`src/logic/servo_scan_pkg.sv`:
```
// Purpose: shared constants for the servo scan pwm and alarm block
// Assumes: 40 MHz clock, APB register access, 32-bit data
// Notes:   widths in 0.1 us units, angles in 0.1 degree units
package servo_scan_pkg;
  // clock and timing
  localparam int unsigned CLK_HZ          = 40_000_000;
  localparam int unsigned PWM_RATE_HZ     = 333;
  localparam int unsigned FRAME_CYC       = CLK_HZ / PWM_RATE_HZ;
  // resolution tick 0.7 us, 28 cycles at 40 MHz
  localparam int unsigned RES_TENTH_NS    = 7000;
  localparam int unsigned TICK_CYC        = (CLK_HZ / 1000) * RES_TENTH_NS / 10_000_000;
  // maximum width 3000 us in 0.1 us units
  localparam logic [15:0] WIDTH_MAX       = 16'h7530;
  // reset values
  localparam logic [15:0] MIN_W_RST       = 16'h2710; // 1000.0 us
  localparam logic [15:0] MAX_W_RST       = 16'h4e20; // 2000.0 us
  localparam logic [15:0] SCALE_RST       = 16'h0064; // 10.0 us per degree, 0.1 us units
  localparam logic [15:0] STEPS_RST       = 16'h0004;
  localparam logic [15:0] FOV_LO_RST      = 16'hf8f8; // -180.0 deg
  localparam logic [15:0] FOV_HI_RST      = 16'h0708; // +180.0 deg
  localparam logic [15:0] A_LO_RST        = 16'hfc7c; // -90.0 deg
  localparam logic [15:0] A_HI_RST        = 16'h0000;
  localparam logic [15:0] B_LO_RST        = 16'h0000;
  localparam logic [15:0] B_HI_RST        = 16'h0384; // +90.0 deg
  localparam logic [15:0] DIST_A_RST      = 16'h03e8; // 10.00 m in cm
  localparam logic [15:0] DIST_B_RST      = 16'h01f4; // 5.00 m in cm
  // register byte offsets
  localparam logic [7:0] CTRL_OFS         = 8'h00;
  localparam logic [7:0] STATUS_OFS       = 8'h04;
  localparam logic [7:0] MIN_W_OFS        = 8'h08;
  localparam logic [7:0] MAX_W_OFS        = 8'h0c;
  localparam logic [7:0] SCALE_OFS        = 8'h10;
  localparam logic [7:0] POS_OFS          = 8'h14;
  localparam logic [7:0] STEPS_OFS        = 8'h18;
  localparam logic [7:0] LAG_OFS          = 8'h1c;
  localparam logic [7:0] FOV_LO_OFS       = 8'h20;
  localparam logic [7:0] FOV_HI_OFS       = 8'h24;
  localparam logic [7:0] A_WIN_OFS        = 8'h28;
  localparam logic [7:0] B_WIN_OFS        = 8'h2c;
  localparam logic [7:0] DIST_OFS         = 8'h30;
  localparam logic [7:0] READ_OFS         = 8'h34;
  localparam logic [7:0] WIDTH_OFS        = 8'h38;
  localparam logic [7:0] IRQ_ST_OFS       = 8'h3c;
  localparam logic [7:0] IRQ_MASK_OFS     = 8'h40;
  // control bit positions
  localparam int unsigned CTRL_CONN       = 0;
  localparam int unsigned CTRL_SCAN       = 1;
  localparam int unsigned CTRL_UNI        = 2;
  localparam int unsigned CTRL_MID        = 3;
  // interrupt bit positions
  localparam int unsigned IRQ_READ        = 0;
  localparam int unsigned IRQ_SWEEP       = 1;
  localparam int unsigned IRQ_ALARM       = 2;
endpackage

```
`src/logic/servo_scan_pwm_alarms.sv`:
```
// Purpose: servo pwm generator, scan sweeper, scan data crop and two alarms
// Assumes: distance readings arrive as a one-cycle strobe from same-clock logic
// Notes:   registers over APB, one level interrupt output
//
// Functional notes
// - pulse width 0..3000 us, 0.7 us steps
// - pulse repeats and refreshes 333 times per second
// - width clamped between lower and upper limits
// - lower limit left, upper limit right
// - midpoint request commands mean of limits
// - angle times scale added to midpoint width
// - scan advances configured steps per reading
// - lag offset corrects reported aiming angle
// - readings outside field of view discarded
// - bi- or uni-directional scan type
// - alarm set when distance below threshold
// - idle alarms re-evaluated every reading
// - scan alarms need distance and angle window
// - scan alarms update only at sweep end
// - field of view defaults -180 to +180
// - steps per reading defaults to four
`timescale 1ns/10ps
module servo_scan_pwm_alarms #(
  parameter int unsigned FRAME_CYC = servo_scan_pkg::FRAME_CYC,
  parameter int unsigned TICK_CYC  = servo_scan_pkg::TICK_CYC
) (
  input  wire logic        clk,
  input  wire logic        rst_n,
  input  wire logic        psel,
  input  wire logic        penable,
  input  wire logic        pwrite,
  input  wire logic [7:0]  paddr,
  input  wire logic [31:0] pwdata,
  output logic      [31:0] prdata,
  output logic             pready,
  output logic             pslverr,
  input  wire logic        dist_valid,    // one-cycle strobe, new reading
  input  wire logic [15:0] dist_cm,       // reading in centimetres
  output logic             servo_pwm,
  output logic             alarm_a,
  output logic             alarm_b,
  output logic             read_valid,    // accepted reading strobe
  output logic      [15:0] read_angle,    // corrected angle, 0.1 deg
  output logic      [15:0] read_dist,
  output logic             irq
);
  // package constants under short local names
  localparam int unsigned CTRL_CONN   = servo_scan_pkg::CTRL_CONN;
  localparam int unsigned CTRL_SCAN   = servo_scan_pkg::CTRL_SCAN;
  localparam int unsigned CTRL_UNI    = servo_scan_pkg::CTRL_UNI;
  localparam int unsigned CTRL_MID    = servo_scan_pkg::CTRL_MID;
  localparam logic [15:0] MIN_W_RST_C = servo_scan_pkg::MIN_W_RST;
  localparam logic [15:0] WIDTH_MAX_C = servo_scan_pkg::WIDTH_MAX;
  // settings registers
  logic [3:0]  ctrl_r;
  logic [15:0] min_w_r, max_w_r, scale_r, pos_r, steps_r, lag_r;
  logic [15:0] fov_lo_r, fov_hi_r, a_lo_r, a_hi_r, b_lo_r, b_hi_r;
  logic [15:0] dist_a_r, dist_b_r;
  logic [2:0]  irq_st_r, irq_mask_r;
  // scan state
  logic [15:0] scan_w_r;        // width commanded by the sweep, 0.1 us
  logic        dir_r;           // 1 = moving toward upper limit (right)
  logic        pend_a_r, pend_b_r;
  logic [15:0] width_r;         // width latched for the current frame
  logic [21:0] frame_cnt_r;
  logic [5:0]  tick_cnt_r;
  logic [15:0] hi_ticks_r;
  logic        sweep_end;
  logic        accept;
  logic [15:0] mid_w, pos_w, target_w, step_w, cur_ang, rep_ang;
  logic        hit_a, hit_b;    // reading inside an alarm zone
  logic [2:0]  ev, clr;         // status set and clear

  // apb write strobe: lands at the access edge
  wire wr_en = psel && penable && pwrite;

  // clamp a width into the configured limits, used on two paths
  function automatic logic [15:0] clamp_w(input logic [31:0] w, input logic [15:0] lo,
                                          input logic [15:0] hi);
    logic signed [31:0] s;
    s = $signed(w);
    if (s < $signed({16'h0000, lo})) clamp_w = lo;
    else if (s > $signed({16'h0000, hi})) clamp_w = hi;
    else clamp_w = w[15:0];
  endfunction

  // signed inclusive window test for angles
  function automatic logic in_win(input logic [15:0] a, input logic [15:0] lo,
                                  input logic [15:0] hi);
    in_win = ($signed(a) >= $signed(lo)) && ($signed(a) <= $signed(hi));
  endfunction

  // width arithmetic
  always_comb begin
    logic [31:0] prod;
    logic [31:0] raw;
    prod     = 32'h0;
    raw      = 32'h0;
    mid_w    = 16'(({1'b0, min_w_r} + {1'b0, max_w_r}) >> 1);
    // pos in 0.1 deg, scale in 0.1 us/deg: width offset = pos*scale/10
    prod     = 32'($signed(pos_r) * $signed({1'b0, scale_r}));
    raw      = 32'($signed({16'h0000, mid_w}) + $signed(prod) / 10);
    pos_w    = clamp_w(raw, min_w_r, max_w_r);
    // one step is one 0.7 us tick, 7 in 0.1 us units
    step_w   = 16'(32'(steps_r) * 7);
    if (!ctrl_r[CTRL_CONN]) target_w = 16'h0000;
    else if (ctrl_r[CTRL_SCAN]) target_w = scan_w_r;
    else if (ctrl_r[CTRL_MID]) target_w = mid_w;
    else target_w = pos_w;
  end

  // current angle from sweep width, lag applied against direction of travel
  always_comb begin
    logic signed [31:0] d;
    d       = 32'($signed({16'h0000, scan_w_r}) - $signed({16'h0000, mid_w}));
    // 0.1 deg is ten times the offset over the scale
    cur_ang = (scale_r == 16'h0000) ? 16'h0000 : 16'((d * 10) / $signed({16'h0, scale_r}));
    rep_ang = dir_r ? 16'(cur_ang - lag_r) : 16'(cur_ang + lag_r);
  end

  // a reading is reported during scans only in the active direction and fov
  // uni mode keeps dir_r high, and bi mode skips the direction test
  assign accept = dist_valid && ctrl_r[CTRL_SCAN]
                  && (!ctrl_r[CTRL_UNI] || dir_r)
                  && in_win(rep_ang, fov_lo_r, fov_hi_r);

  // sweep end: reaching a limit on a stepped reading
  // the reading that steps onto a limit ends the sweep
  assign sweep_end = dist_valid && ctrl_r[CTRL_SCAN]
                     && ((dir_r && (32'(scan_w_r) + 32'(step_w) >= 32'(max_w_r)))
                      || (!dir_r && (32'(scan_w_r) <= 32'(min_w_r) + 32'(step_w))));

  // sweep position and direction
  always_ff @(posedge clk or negedge rst_n) begin
    if (!rst_n) begin
      scan_w_r <= MIN_W_RST_C;
      dir_r    <= 1'b1;
    end else if (!ctrl_r[CTRL_SCAN]) begin
      scan_w_r <= min_w_r;
      dir_r    <= 1'b1;
    end else if (dist_valid) begin
      if (dir_r) begin
        scan_w_r <= clamp_w(32'(scan_w_r) + 32'(step_w), min_w_r, max_w_r);
        if (sweep_end) begin
          dir_r <= ctrl_r[CTRL_UNI] ? 1'b1 : 1'b0;
          // the servo slews back unread to the lower limit
          if (ctrl_r[CTRL_UNI]) scan_w_r <= min_w_r; // return to start
        end
      end else begin
        scan_w_r <= clamp_w(32'(scan_w_r) - 32'(step_w), min_w_r, max_w_r);
        if (sweep_end) dir_r <= 1'b1;
      end
    end
  end

  // alarms: direct on each reading when idle, pending and sweep-end when scanning
  always_ff @(posedge clk or negedge rst_n) begin
    if (!rst_n) begin
      alarm_a  <= 1'b0;
      alarm_b  <= 1'b0;
      pend_a_r <= 1'b0;
      pend_b_r <= 1'b0;
    end else if (!ctrl_r[CTRL_SCAN]) begin
      // stale zone hits are dropped when scans stop
      pend_a_r <= 1'b0;
      pend_b_r <= 1'b0;
      if (dist_valid) begin
        alarm_a <= (dist_cm < dist_a_r);
        alarm_b <= (dist_cm < dist_b_r);
      end
    end else if (dist_valid) begin
      // the reading of the end cycle itself still counts toward this sweep
      if (sweep_end) begin
        alarm_a  <= pend_a_r || (accept && in_win(rep_ang, a_lo_r, a_hi_r)
                                 && dist_cm < dist_a_r);
        alarm_b  <= pend_b_r || (accept && in_win(rep_ang, b_lo_r, b_hi_r)
                                 && dist_cm < dist_b_r);
        pend_a_r <= 1'b0;
        pend_b_r <= 1'b0;
      end else begin
        if (accept && in_win(rep_ang, a_lo_r, a_hi_r) && dist_cm < dist_a_r)
          pend_a_r <= 1'b1;
        if (accept && in_win(rep_ang, b_lo_r, b_hi_r) && dist_cm < dist_b_r)
          pend_b_r <= 1'b1;
      end
    end
  end

  // reading report registers
  // angle and distance hold until the next accept
  always_ff @(posedge clk or negedge rst_n) begin
    if (!rst_n) begin
      read_valid <= 1'b0;
      read_angle <= 16'h0000;
      read_dist  <= 16'h0000;
    end else begin
      read_valid <= accept;
      if (accept) begin
        read_angle <= rep_ang;
        read_dist  <= dist_cm;
      end
    end
  end

  // pwm frame: width latched once per frame so a pulse is never torn
  // limitation: a width past the frame is cut there
  always_ff @(posedge clk or negedge rst_n) begin
    if (!rst_n) begin
      frame_cnt_r <= 22'h000000;
      tick_cnt_r  <= 6'h00;
      hi_ticks_r  <= 16'h0000;
      width_r     <= 16'h0000;
      servo_pwm   <= 1'b0;
    end else if (frame_cnt_r == 22'(FRAME_CYC - 1)) begin
      frame_cnt_r <= 22'h000000;
      tick_cnt_r  <= 6'h00;
      hi_ticks_r  <= 16'h0000;
      width_r     <= (target_w > WIDTH_MAX_C) ? WIDTH_MAX_C : target_w;
      servo_pwm   <= 1'b0;
    end else begin
      frame_cnt_r <= frame_cnt_r + 22'h000001;
      if (tick_cnt_r == 6'(TICK_CYC - 1)) begin
        tick_cnt_r <= 6'h00;
        hi_ticks_r <= hi_ticks_r + 16'h0001;
      end else begin
        tick_cnt_r <= tick_cnt_r + 6'h01;
      end
      // 7 tenths of a us per tick: high while ticks*7 below width
      servo_pwm <= (32'(hi_ticks_r) * 7 < 32'(width_r));
    end
  end

  // settings written by software
  // unmapped or read-only offsets change nothing
  // nothing checks that the lower limit is below the upper
  always_ff @(posedge clk or negedge rst_n) begin
    if (!rst_n) begin
      ctrl_r   <= 4'h0;
      min_w_r  <= servo_scan_pkg::MIN_W_RST;
      max_w_r  <= servo_scan_pkg::MAX_W_RST;
      scale_r  <= servo_scan_pkg::SCALE_RST;
      pos_r    <= 16'h0000;
      steps_r  <= servo_scan_pkg::STEPS_RST;
      lag_r    <= 16'h0000;
      fov_lo_r <= servo_scan_pkg::FOV_LO_RST;
      fov_hi_r <= servo_scan_pkg::FOV_HI_RST;
      a_lo_r   <= servo_scan_pkg::A_LO_RST;
      a_hi_r   <= servo_scan_pkg::A_HI_RST;
      b_lo_r   <= servo_scan_pkg::B_LO_RST;
      b_hi_r   <= servo_scan_pkg::B_HI_RST;
      dist_a_r <= servo_scan_pkg::DIST_A_RST;
      dist_b_r <= servo_scan_pkg::DIST_B_RST;
      irq_mask_r <= 3'h0;
    end else if (wr_en) begin
      case (paddr)
        servo_scan_pkg::CTRL_OFS:     ctrl_r   <= pwdata[3:0];
        servo_scan_pkg::MIN_W_OFS:    min_w_r  <= pwdata[15:0];
        servo_scan_pkg::MAX_W_OFS:    max_w_r  <= pwdata[15:0];
        servo_scan_pkg::SCALE_OFS:    scale_r  <= pwdata[15:0];
        servo_scan_pkg::POS_OFS:      pos_r    <= pwdata[15:0];
        servo_scan_pkg::STEPS_OFS:    steps_r  <= pwdata[15:0];
        servo_scan_pkg::LAG_OFS:      lag_r    <= pwdata[15:0];
        servo_scan_pkg::FOV_LO_OFS:   fov_lo_r <= pwdata[15:0];
        servo_scan_pkg::FOV_HI_OFS:   fov_hi_r <= pwdata[15:0];
        servo_scan_pkg::A_WIN_OFS: begin
          a_lo_r <= pwdata[15:0];
          a_hi_r <= pwdata[31:16];
        end
        servo_scan_pkg::B_WIN_OFS: begin
          b_lo_r <= pwdata[15:0];
          b_hi_r <= pwdata[31:16];
        end
        servo_scan_pkg::DIST_OFS: begin
          dist_a_r <= pwdata[15:0];
          dist_b_r <= pwdata[31:16];
        end
        servo_scan_pkg::IRQ_MASK_OFS: irq_mask_r <= pwdata[2:0];
        default: ;
      endcase
    end
  end

  // interrupt events and the write-one clear of this cycle
  always_comb begin
    hit_a = accept && in_win(rep_ang, a_lo_r, a_hi_r) && (dist_cm < dist_a_r);
    hit_b = accept && in_win(rep_ang, b_lo_r, b_hi_r) && (dist_cm < dist_b_r);
    // alarm event follows what this sweep end moves out
    ev    = {sweep_end && (pend_a_r || pend_b_r || hit_a || hit_b), sweep_end, accept};
    clr   = (wr_en && paddr == servo_scan_pkg::IRQ_ST_OFS) ? pwdata[2:0] : 3'h0;
  end

  // sticky interrupt status, a set in the clear cycle wins
  always_ff @(posedge clk or negedge rst_n) begin
    if (!rst_n) begin
      irq_st_r <= 3'h0;
      irq      <= 1'b0;
    end else begin
      irq_st_r <= (irq_st_r & ~clr) | ev;
      irq      <= |(((irq_st_r & ~clr) | ev) & irq_mask_r);
    end
  end

  // apb read data and answer, unmapped reads zero with pslverr
  // data fetched at setup stands for the access cycle
  // pslverr marks offsets past the map or unaligned
  always_ff @(posedge clk or negedge rst_n) begin
    if (!rst_n) begin
      prdata  <= 32'h00000000;
      pready  <= 1'b0;
      pslverr <= 1'b0;
    end else begin
      pready  <= psel && !penable;
      pslverr <= 1'b0;
      if (psel && !penable && !pwrite) begin
        case (paddr)
          servo_scan_pkg::CTRL_OFS:     prdata <= {28'h0, ctrl_r};
          servo_scan_pkg::STATUS_OFS:   prdata <= {27'h0, pend_b_r, pend_a_r, dir_r,
                                                   alarm_b, alarm_a};
          servo_scan_pkg::MIN_W_OFS:    prdata <= {16'h0, min_w_r};
          servo_scan_pkg::MAX_W_OFS:    prdata <= {16'h0, max_w_r};
          servo_scan_pkg::SCALE_OFS:    prdata <= {16'h0, scale_r};
          servo_scan_pkg::POS_OFS:      prdata <= {16'h0, pos_r};
          servo_scan_pkg::STEPS_OFS:    prdata <= {16'h0, steps_r};
          servo_scan_pkg::LAG_OFS:      prdata <= {16'h0, lag_r};
          servo_scan_pkg::FOV_LO_OFS:   prdata <= {16'h0, fov_lo_r};
          servo_scan_pkg::FOV_HI_OFS:   prdata <= {16'h0, fov_hi_r};
          servo_scan_pkg::A_WIN_OFS:    prdata <= {a_hi_r, a_lo_r};
          servo_scan_pkg::B_WIN_OFS:    prdata <= {b_hi_r, b_lo_r};
          servo_scan_pkg::DIST_OFS:     prdata <= {dist_b_r, dist_a_r};
          servo_scan_pkg::READ_OFS:     prdata <= {read_dist, read_angle};
          servo_scan_pkg::WIDTH_OFS:    prdata <= {16'h0, width_r};
          servo_scan_pkg::IRQ_ST_OFS:   prdata <= {29'h0, irq_st_r};
          servo_scan_pkg::IRQ_MASK_OFS: prdata <= {29'h0, irq_mask_r};
          default: begin
            prdata  <= 32'h00000000;
          end
        endcase
      end
      if (psel && !penable && paddr > servo_scan_pkg::IRQ_MASK_OFS) pslverr <= 1'b1;
      if (psel && !penable && paddr[1:0] != 2'b00) pslverr <= 1'b1;
    end
  end
endmodule

```
`config.mk`:
```
export PLATFORM = sky130hd
export DESIGN_NAME = servo_scan_pwm_alarms
export DESIGN_NICKNAME = d
export VERILOG_FILES = /design/src/logic/servo_scan_pkg.sv /design/src/logic/servo_scan_pwm_alarms.sv
export SDC_FILE = /design/constraint.sdc
export NUM_CORES = 2
export LEC_CHECK = 0
export BUFFER_PORTS_ARGS = -buffer_cell sky130_fd_sc_hd__buf_4
export CORE_UTILIZATION = 30
export CTS_CLUSTER_SIZE = 10
export DETAILED_ROUTE_END_ITERATION = 6
export PLACE_DENSITY_LB_ADDON = 0.05
export SLEW_MARGIN = 5
export SYNTH_ARGS = -nofsm -noshare
export SYNTH_HDL_FRONTEND = slang
export SYNTH_SLANG_ARGS = --single-unit
```
`constraint.sdc`:
```
create_clock -name clk -period 159.8 [get_ports clk]
set_clock_uncertainty 0.15 [all_clocks]
set_input_delay 15.98 -clock clk [delete_from_list [all_inputs] [get_ports clk]]
set_output_delay 15.98 -clock clk [all_outputs]
set_load 0.03 [all_outputs]
```
# Word level (Yosys, flattened, before mapping)
# Index checks and enable logic that the tools add are counted.
# Widths: inputs -> output; s select.
dict set report totals {
  register_bits 384
  latchBits 0
  ramBits 0
  romBits 0
  in_bits 62
  output_inout_bits 71
  elab_cells 199
  n_memories 0
}
dict set report classes {
  addsub 11
  n_mul 4
  div_mod_pow 2
  n_lt_le_gt_ge 19
  n_eq_ne 22
  n_shift 0
  mux 49
  bitwise_logic 4
  reduce_logical 53
}
# operator n
set ops {}
lappend ops {{$pmux 32 s17} 1}
lappend ops {{$mux 16} 19}
lappend ops {{$eq 8x6->1 const B} 8}
lappend ops {{$add 16x16->17} 3}
lappend ops {{$ge 16x16->1} 3}
lappend ops {{$le 16x16->1} 3}
lappend ops {{$sub 16x16->17} 2}
lappend ops {{$add 17x32->32} 1}
lappend ops {{$div 32x17->32} 1}
lappend ops {{$div 32x5->32 const B} 1}
lappend ops {{$eq 8x5->1 const B} 4}
lappend ops {{$ge 32x16->1} 1}
lappend ops {{$gt 32x17->1} 1}
lappend ops {{$lt 16x16->1} 2}
lappend ops {{$lt 32x17->1} 1}
lappend ops {{$mul 16x17->32} 1}
lappend ops {{$reduce_and 2->1} 16}
lappend ops {{$mux 1} 25}
lappend ops {{$add 22x1->22 const B} 1}
lappend ops {{$eq 22x17->1 const B} 1}
lappend ops {{$mux 22} 1}
lappend ops {{$logic_and 1x1->1} 21}
lappend ops {{$mul 17x4->21 const B} 1}
lappend ops {{$lt 19x16->1} 1}
lappend ops {{other kinds (31)} 45}

# Depth between registers and ports, before layout
dict set report logic_depth {
  word_depth 18
  mapped_depth 603
  depth_no_buf 572
}

# Least setup slack after synthesis
# OpenSTA, ideal clock, no wires.
dict set report synth_timing {
  path_type {reg-to-reg}
  startpoint {register scale_r[2]}
  endpoint {register read_angle[10]}
  setup_ns 0.125
  arrival_ns 111.878
  t_required_ns 159.525
  path_slack_ns 47.647
  path_stages_with_launch 578
  path_buffers 39
  synth_period_minus_slack_ns 112.153
  path_cell_list {dfstp_2 clkbuf_1 clkbuf_1 inv_1 ha_1 o21ai_1 a21oi_1 mux2_2 nor2b_1 ha_1 o21a_1 o21ai_1 a21o_1 nor2_1 ha_1 o21a_1 o21a_1 o21a_1 [542 not listed] a21o_1 a21o_1 a21o_1 a21o_1 a21o_1 a21o_1 a21o_1 a21o_1 a21o_1 a21oi_1 xnor2_1 xnor2_1 ha_1 o22ai_1 a31oi_1 a2111oi_0 clkbuf_1 mux2_2}
}
dict set report synth_between {
  elab_chain_cells 7
  word_cells_on_any_way 10
  classes_between {add/sub (2); div (1); order compare (2); mux (2); reduce/logical (3)}
}
# element line_no
set synth_lines {}
lappend synth_lines {{start, declared} servo_scan_pwm_alarms.sv:56} ;# logic [15:0] min_w_r, max_w_r, scale_r, pos_r, steps_r, lag_r;
lappend synth_lines {{start signal, assigned} servo_scan_pwm_alarms.sv:241} ;# scale_r <= servo_scan_pkg::SCALE_RST;
lappend synth_lines {{start signal, assigned} servo_scan_pwm_alarms.sv:259} ;# servo_scan_pkg::SCALE_OFS: scale_r <= pwdata[15:0];
lappend synth_lines {{$div 32x17->32 or $logic_not 16->1 (tied branches)} servo_scan_pwm_alarms.sv:117} ;# cur_ang = (scale_r == 16'h0000) ? 16'h0000 : 16'((d * 10) / $signed({16'h0, scale_r}));
lappend synth_lines {{$mux 16 *} servo_scan_pwm_alarms.sv:117}
lappend synth_lines {{$add 16x16->16 or $sub 16x16->16 (tied branches)} servo_scan_pwm_alarms.sv:118} ;# rep_ang = dir_r ? 16'(cur_ang - lag_r) : 16'(cur_ang + lag_r);
lappend synth_lines {{$mux 16 *} servo_scan_pwm_alarms.sv:118}
lappend synth_lines {{net rep_ang[15]} servo_scan_pwm_alarms.sv:70} ;# logic [15:0] mid_w, pos_w, target_w, step_w, cur_ang, rep_ang;
lappend synth_lines {{$ge 16x16->1 or $le 16x16->1 (tied branches)} servo_scan_pwm_alarms.sv:90} ;# in_win = ($signed(a) >= $signed(lo)) && ($signed(a) <= $signed(hi));
lappend synth_lines {{$logic_and 1x1->1 *} servo_scan_pwm_alarms.sv:90}
lappend synth_lines {{$logic_and 1x1->1 *} servo_scan_pwm_alarms.sv:125} ;# && in_win(rep_ang, fov_lo_r, fov_hi_r);
lappend synth_lines {{net accept} servo_scan_pwm_alarms.sv:69} ;# logic accept;
lappend synth_lines {{end signal, assigned} servo_scan_pwm_alarms.sv:199} ;# read_angle <= rep_ang;
lappend synth_lines {{end, declared} servo_scan_pwm_alarms.sv:43} ;# output logic [15:0] read_angle,
# The timed path passes the listed nets; every way through them passes the cells marked *.
# A chain may end at the register's enable or synchronous reset.

# Worst setup path in the final report
dict set report layout_timing {
  startpoint {register scale_r[15]}
  endpoint {register irq}
}
dict set report layout_between {
  elab_chain_cells 15
  word_cells_on_any_way 26
  classes_between {add/sub (2); div (1); order compare (6); mux (2); bitwise (2); reduce/logical (13)}
}
# element line_no
set layout_lines {}
lappend layout_lines {{$div 32x17->32 or $logic_not 16->1 (tied branches)} servo_scan_pwm_alarms.sv:117}
lappend layout_lines {{$mux 16 *} servo_scan_pwm_alarms.sv:117}
lappend layout_lines {{$add 16x16->16 or $sub 16x16->16 (tied branches)} servo_scan_pwm_alarms.sv:118}
lappend layout_lines {{$mux 16 *} servo_scan_pwm_alarms.sv:118}
lappend layout_lines {{net rep_ang[13]} servo_scan_pwm_alarms.sv:70}
lappend layout_lines {{$ge 16x16->1 or $le 16x16->1 (tied branches)} servo_scan_pwm_alarms.sv:90}
lappend layout_lines {{$logic_and 1x1->1} servo_scan_pwm_alarms.sv:90}
lappend layout_lines {{$logic_and 1x1->1} servo_scan_pwm_alarms.sv:125}
lappend layout_lines {{$logic_and 1x1->1 (2 in a row)} servo_scan_pwm_alarms.sv:285} ;# hit_a = accept && in_win(rep_ang, a_lo_r, a_hi_r) && (dist_cm < dist_a_r);
lappend layout_lines {{$logic_or 1x1->1 (2 in a row)} servo_scan_pwm_alarms.sv:288} ;# ev = {sweep_end && (pend_a_r || pend_b_r || hit_a || hit_b), sweep_end, accept};
lappend layout_lines {{$logic_and 1x1->1} servo_scan_pwm_alarms.sv:288}
lappend layout_lines {{$or 3x3->3 *} servo_scan_pwm_alarms.sv:299} ;# irq <= |(((irq_st_r & ~clr) | ev) & irq_mask_r);
lappend layout_lines {{$and 3x3->3 *} servo_scan_pwm_alarms.sv:299}
lappend layout_lines {{$reduce_or 3->1 *} servo_scan_pwm_alarms.sv:299}
lappend layout_lines {{end signal, assigned} servo_scan_pwm_alarms.sv:299}
lappend layout_lines {{end, declared} servo_scan_pwm_alarms.sv:45} ;# output logic irq
# Marked as above.

==> metrics <==
Crit path top cell by count=o21a_1; wirelength, routed=267 mm; number of unique standard cell types used by synthesis=153; Syn Area/Cell=8.26 um^2; Post-Syn Instances=8,139; Clock H-tree levels=2; critical path required time=160.14 ns; register name with the most flops=prdata; Avg Vias per Cell=5.51; M1 WL=130 mm; type of the setup path with the least slack=flop to flop; fraction of layout instances using a drive strength above 1=0.126; horizontal extent of the die=475 um; fin nets=9,441; Largest register FFs=32; metal3 WL=9.33 mm; Std-Cell Core Area=0.223 mm^2; number of iterations in the first detailed-routing pass=7; largest fanout of any net on the critical path=36; Resize count post-CTS=0; transition time of the tightest slew-check pin=1.29 ns; Clk Latency, worst-skew pair=0.64 ns; async set-reset flop share out of synthesis=1.00; classification of the worst-slack hold path=flop to flop; clock slew seen by the registers of the worst setup and hold paths=0.06 ns; largest registers ranked by flip-flop count=prdata: 32 flops, frame_cnt_r: 22 flops; Hold Violations, Final=0; Die Outline Area=0.226 mm^2; R2R setup slack=37.79 ns; sequential area share after synthesis=0.144; total of flip-flops plus latches after synthesis=384; RSZ-0062 raised after global routing=false; count of hold buffers inserted by post-cts repair=0; global-route total usage across every layer=0.231; setup total negative slack=0 ns; Worst Setup Start Kind=flop; number of buffers created by CTS=47; wire length on met2=123 mm; global-route wire length before repair=398 mm; antenna violations before repair=6; violation count after the first detailed-route iteration=4,648; mapped cell area=0.0672 mm^2; synth-to-layout area growth=9.23%; height of the die=475 um; Period Utilization, post-route=0.764; count of unresolved DRC violations after routing=0; utilization of the core after routing=0.330; Crit. End Element=flop; relative slew slack=0.136; Final setup viols=0; number of buffers inserted by port buffering=132; most common flop cell mapped by yosys=dfrtp_1; max-cap violations=0; run status=complete, no violations; initial core utilization=0.302; maximum number of pins on one net before global-route repair=104; half-perimeter wire length after detailed placement=212 mm; Slew Viols, Final=0; Setup Buffers After CTS=0; Clock Tree Buf Depth=3; top cell type by total area after synthesis=ha_1; delay of the slowest cell on the worst path=0.91 ns; ANT nets after route=0; Yosys warnings=0; largest cells by area after synthesis=ha_1 18%, dfrtp_1 12%, mux2_2 6.9%; number of top-level pins=133; slowest stage cell, crit path=and4_1; site row count=173; vias in the first global route=60,100; count of flip-flops with a built-in enable after synthesis=0; post-layout min period=122.01 ns; clock tree from TritonCTS=yes; uppermost metal layer occupied by signal nets=met4; GRT Residual Overflow=0; Wirelength per Cell=23.8 um; achievable frequency=0.00820 GHz; gp weighted congestion=0.892; via count=61,700; area share of the leading cell type in the synthesized netlist=0.178; Clock Tree Root=clkbuf_16; Num Clock Sinks=384; Data arrival, critical path=122.35 ns
## cells in the final DEF, fill, tap and decap left out, types with 34 or more instances in the layout
| cell | synthesis | layout |
|---|---|---|
| xor2_1 | 137 | 135 |
| o21bai_1 | 62 | 62 |
| a22oi_1 | 85 | 85 |
| o31ai_1 | 131 | 131 |
| dfstp_2 | 61 | 61 |
| inv_1 | 626 | 622 |
| a211oi_1 | 35 | 34 |
| nor3_1 | 397 | 395 |
| xnor2_1 | 266 | 264 |
| o21a_1 | 349 | 349 |
| nand2_1 | 633 | 630 |
| o21ai_0 | 317 | 316 |
| o211ai_1 | 55 | 55 |
| and2_1 | 135 | 135 |
| ha_1 | 955 | 955 |
| mux2i_1 | 74 | 74 |
| clkbuf_16 | 0 | 47 |
| buf_4 | 22 | 286 |
| a21oi_1 | 411 | 410 |
| nor2b_1 | 115 | 115 |
| nand3_1 | 132 | 132 |
| dfrtp_1 | 323 | 323 |
| a31oi_1 | 57 | 57 |
| mux2_2 | 413 | 413 |
| nand2b_1 | 95 | 95 |
| a21o_1 | 159 | 159 |
| or3_1 | 36 | 36 |
| and3_1 | 38 | 38 |
| or2_2 | 41 | 41 |
| o21ai_1 | 38 | 37 |
| fa_1 | 232 | 232 |
| nor2_1 | 617 | 604 |
| a221oi_1 | 56 | 55 |
| nor4_1 | 47 | 45 |
| nand4_1 | 109 | 109 |
## synthesized netlist by cell type, drive strengths merged, types with 58 or more instances
| library cell | instances |
|---|---|
| a21oi | 419 |
| o31ai | 135 |
| mux2i | 76 |
| a22oi | 86 |
| o21bai | 63 |
| inv | 628 |
| a221oi | 60 |
| nand2 | 637 |
| buf | 85 |
| nor2 | 623 |
| dfrtp | 323 |
| nand2b | 95 |
| o211ai | 58 |
| clkbuf | 202 |
| fa | 232 |
| and2 | 139 |
| dfstp | 61 |
| o21ai | 365 |
| mux2 | 422 |
| nand4 | 111 |
| a21o | 160 |
| xnor2 | 269 |
| nor2b | 115 |
| nor3 | 402 |
| nand3 | 138 |
| ha | 955 |
| xor2 | 137 |
| o21a | 350 |
## metrics by stage
stage	hold WS, ns	setup WS, ns	instances	area [um^2]
after floorplan	0.283	47.65	8148	67200
after global placement	0.309	41.21	11100	71900
after detailed placement	0.302	39.17	11100	71900
after CTS	0.309	38.58	11200	73400
after global routing	0.335	27.75	11200	73400
final	0.303	37.79	11200	73400
## routing by layer
| layer | track usage | vias up |
|---|---|---|
| met5 | 0 | - |
| met4 | 0.0366 | 0 |
| met3 | 0.0132 | 208 |
| met2 | 0.380 | 1316 |
| met1 | 0.334 | 30400 |
| li1 | - | 29800 |
## cells by family after synthesis
logic type / share of synthesized area
simple gates: 0.189
fa+ha+maj: 0.247
flops: 0.144
xor+xnor: 0.0533
buf+inv: 0.0554
compound gates: 0.228
other cells: 0.0000558
mux: 0.0828
## area by class of cell
type	instances	area, um^2
inverter	630	2360
fill	23700	149000
sequential	384	9690
clock buffer	75	1320
multi-input combinational	6842	54000
timing repair buffer	287	2160
tap	2975	3720
antenna	2	5.00
clock inverter	9	156
## worst paths after layout
kind,startpoint,to,cells past startpoint
worst max-delay path,scale_r[15],irq,553
worst min-delay path,tick_cnt_r[0],tick_cnt_r[0],1
worst max register to register,scale_r[15],irq,553
worst min register to register,tick_cnt_r[0],tick_cnt_r[0],1
max in group asynchronous,rst_n,frame_cnt_r[0],3
min in group asynchronous,rst_n,a_hi_r[8],1
## worst max-delay path: cells and delay by family, from the launching register on
kind                       cells  cell delay, ns
xor gates and xnor gates       3            1.08
DFF                            1            0.58
muxes                          7            2.73
AOI/OAI and AO/OA            396           81.41
buffers and inverters         21            4.15
adders and majority gates     32           10.04
and+or+nand+nor               94           21.48
Power is left out: the tool's default activity adds up to more than one toggle a clock period on the data nets, which glitch-free logic cannot reach.
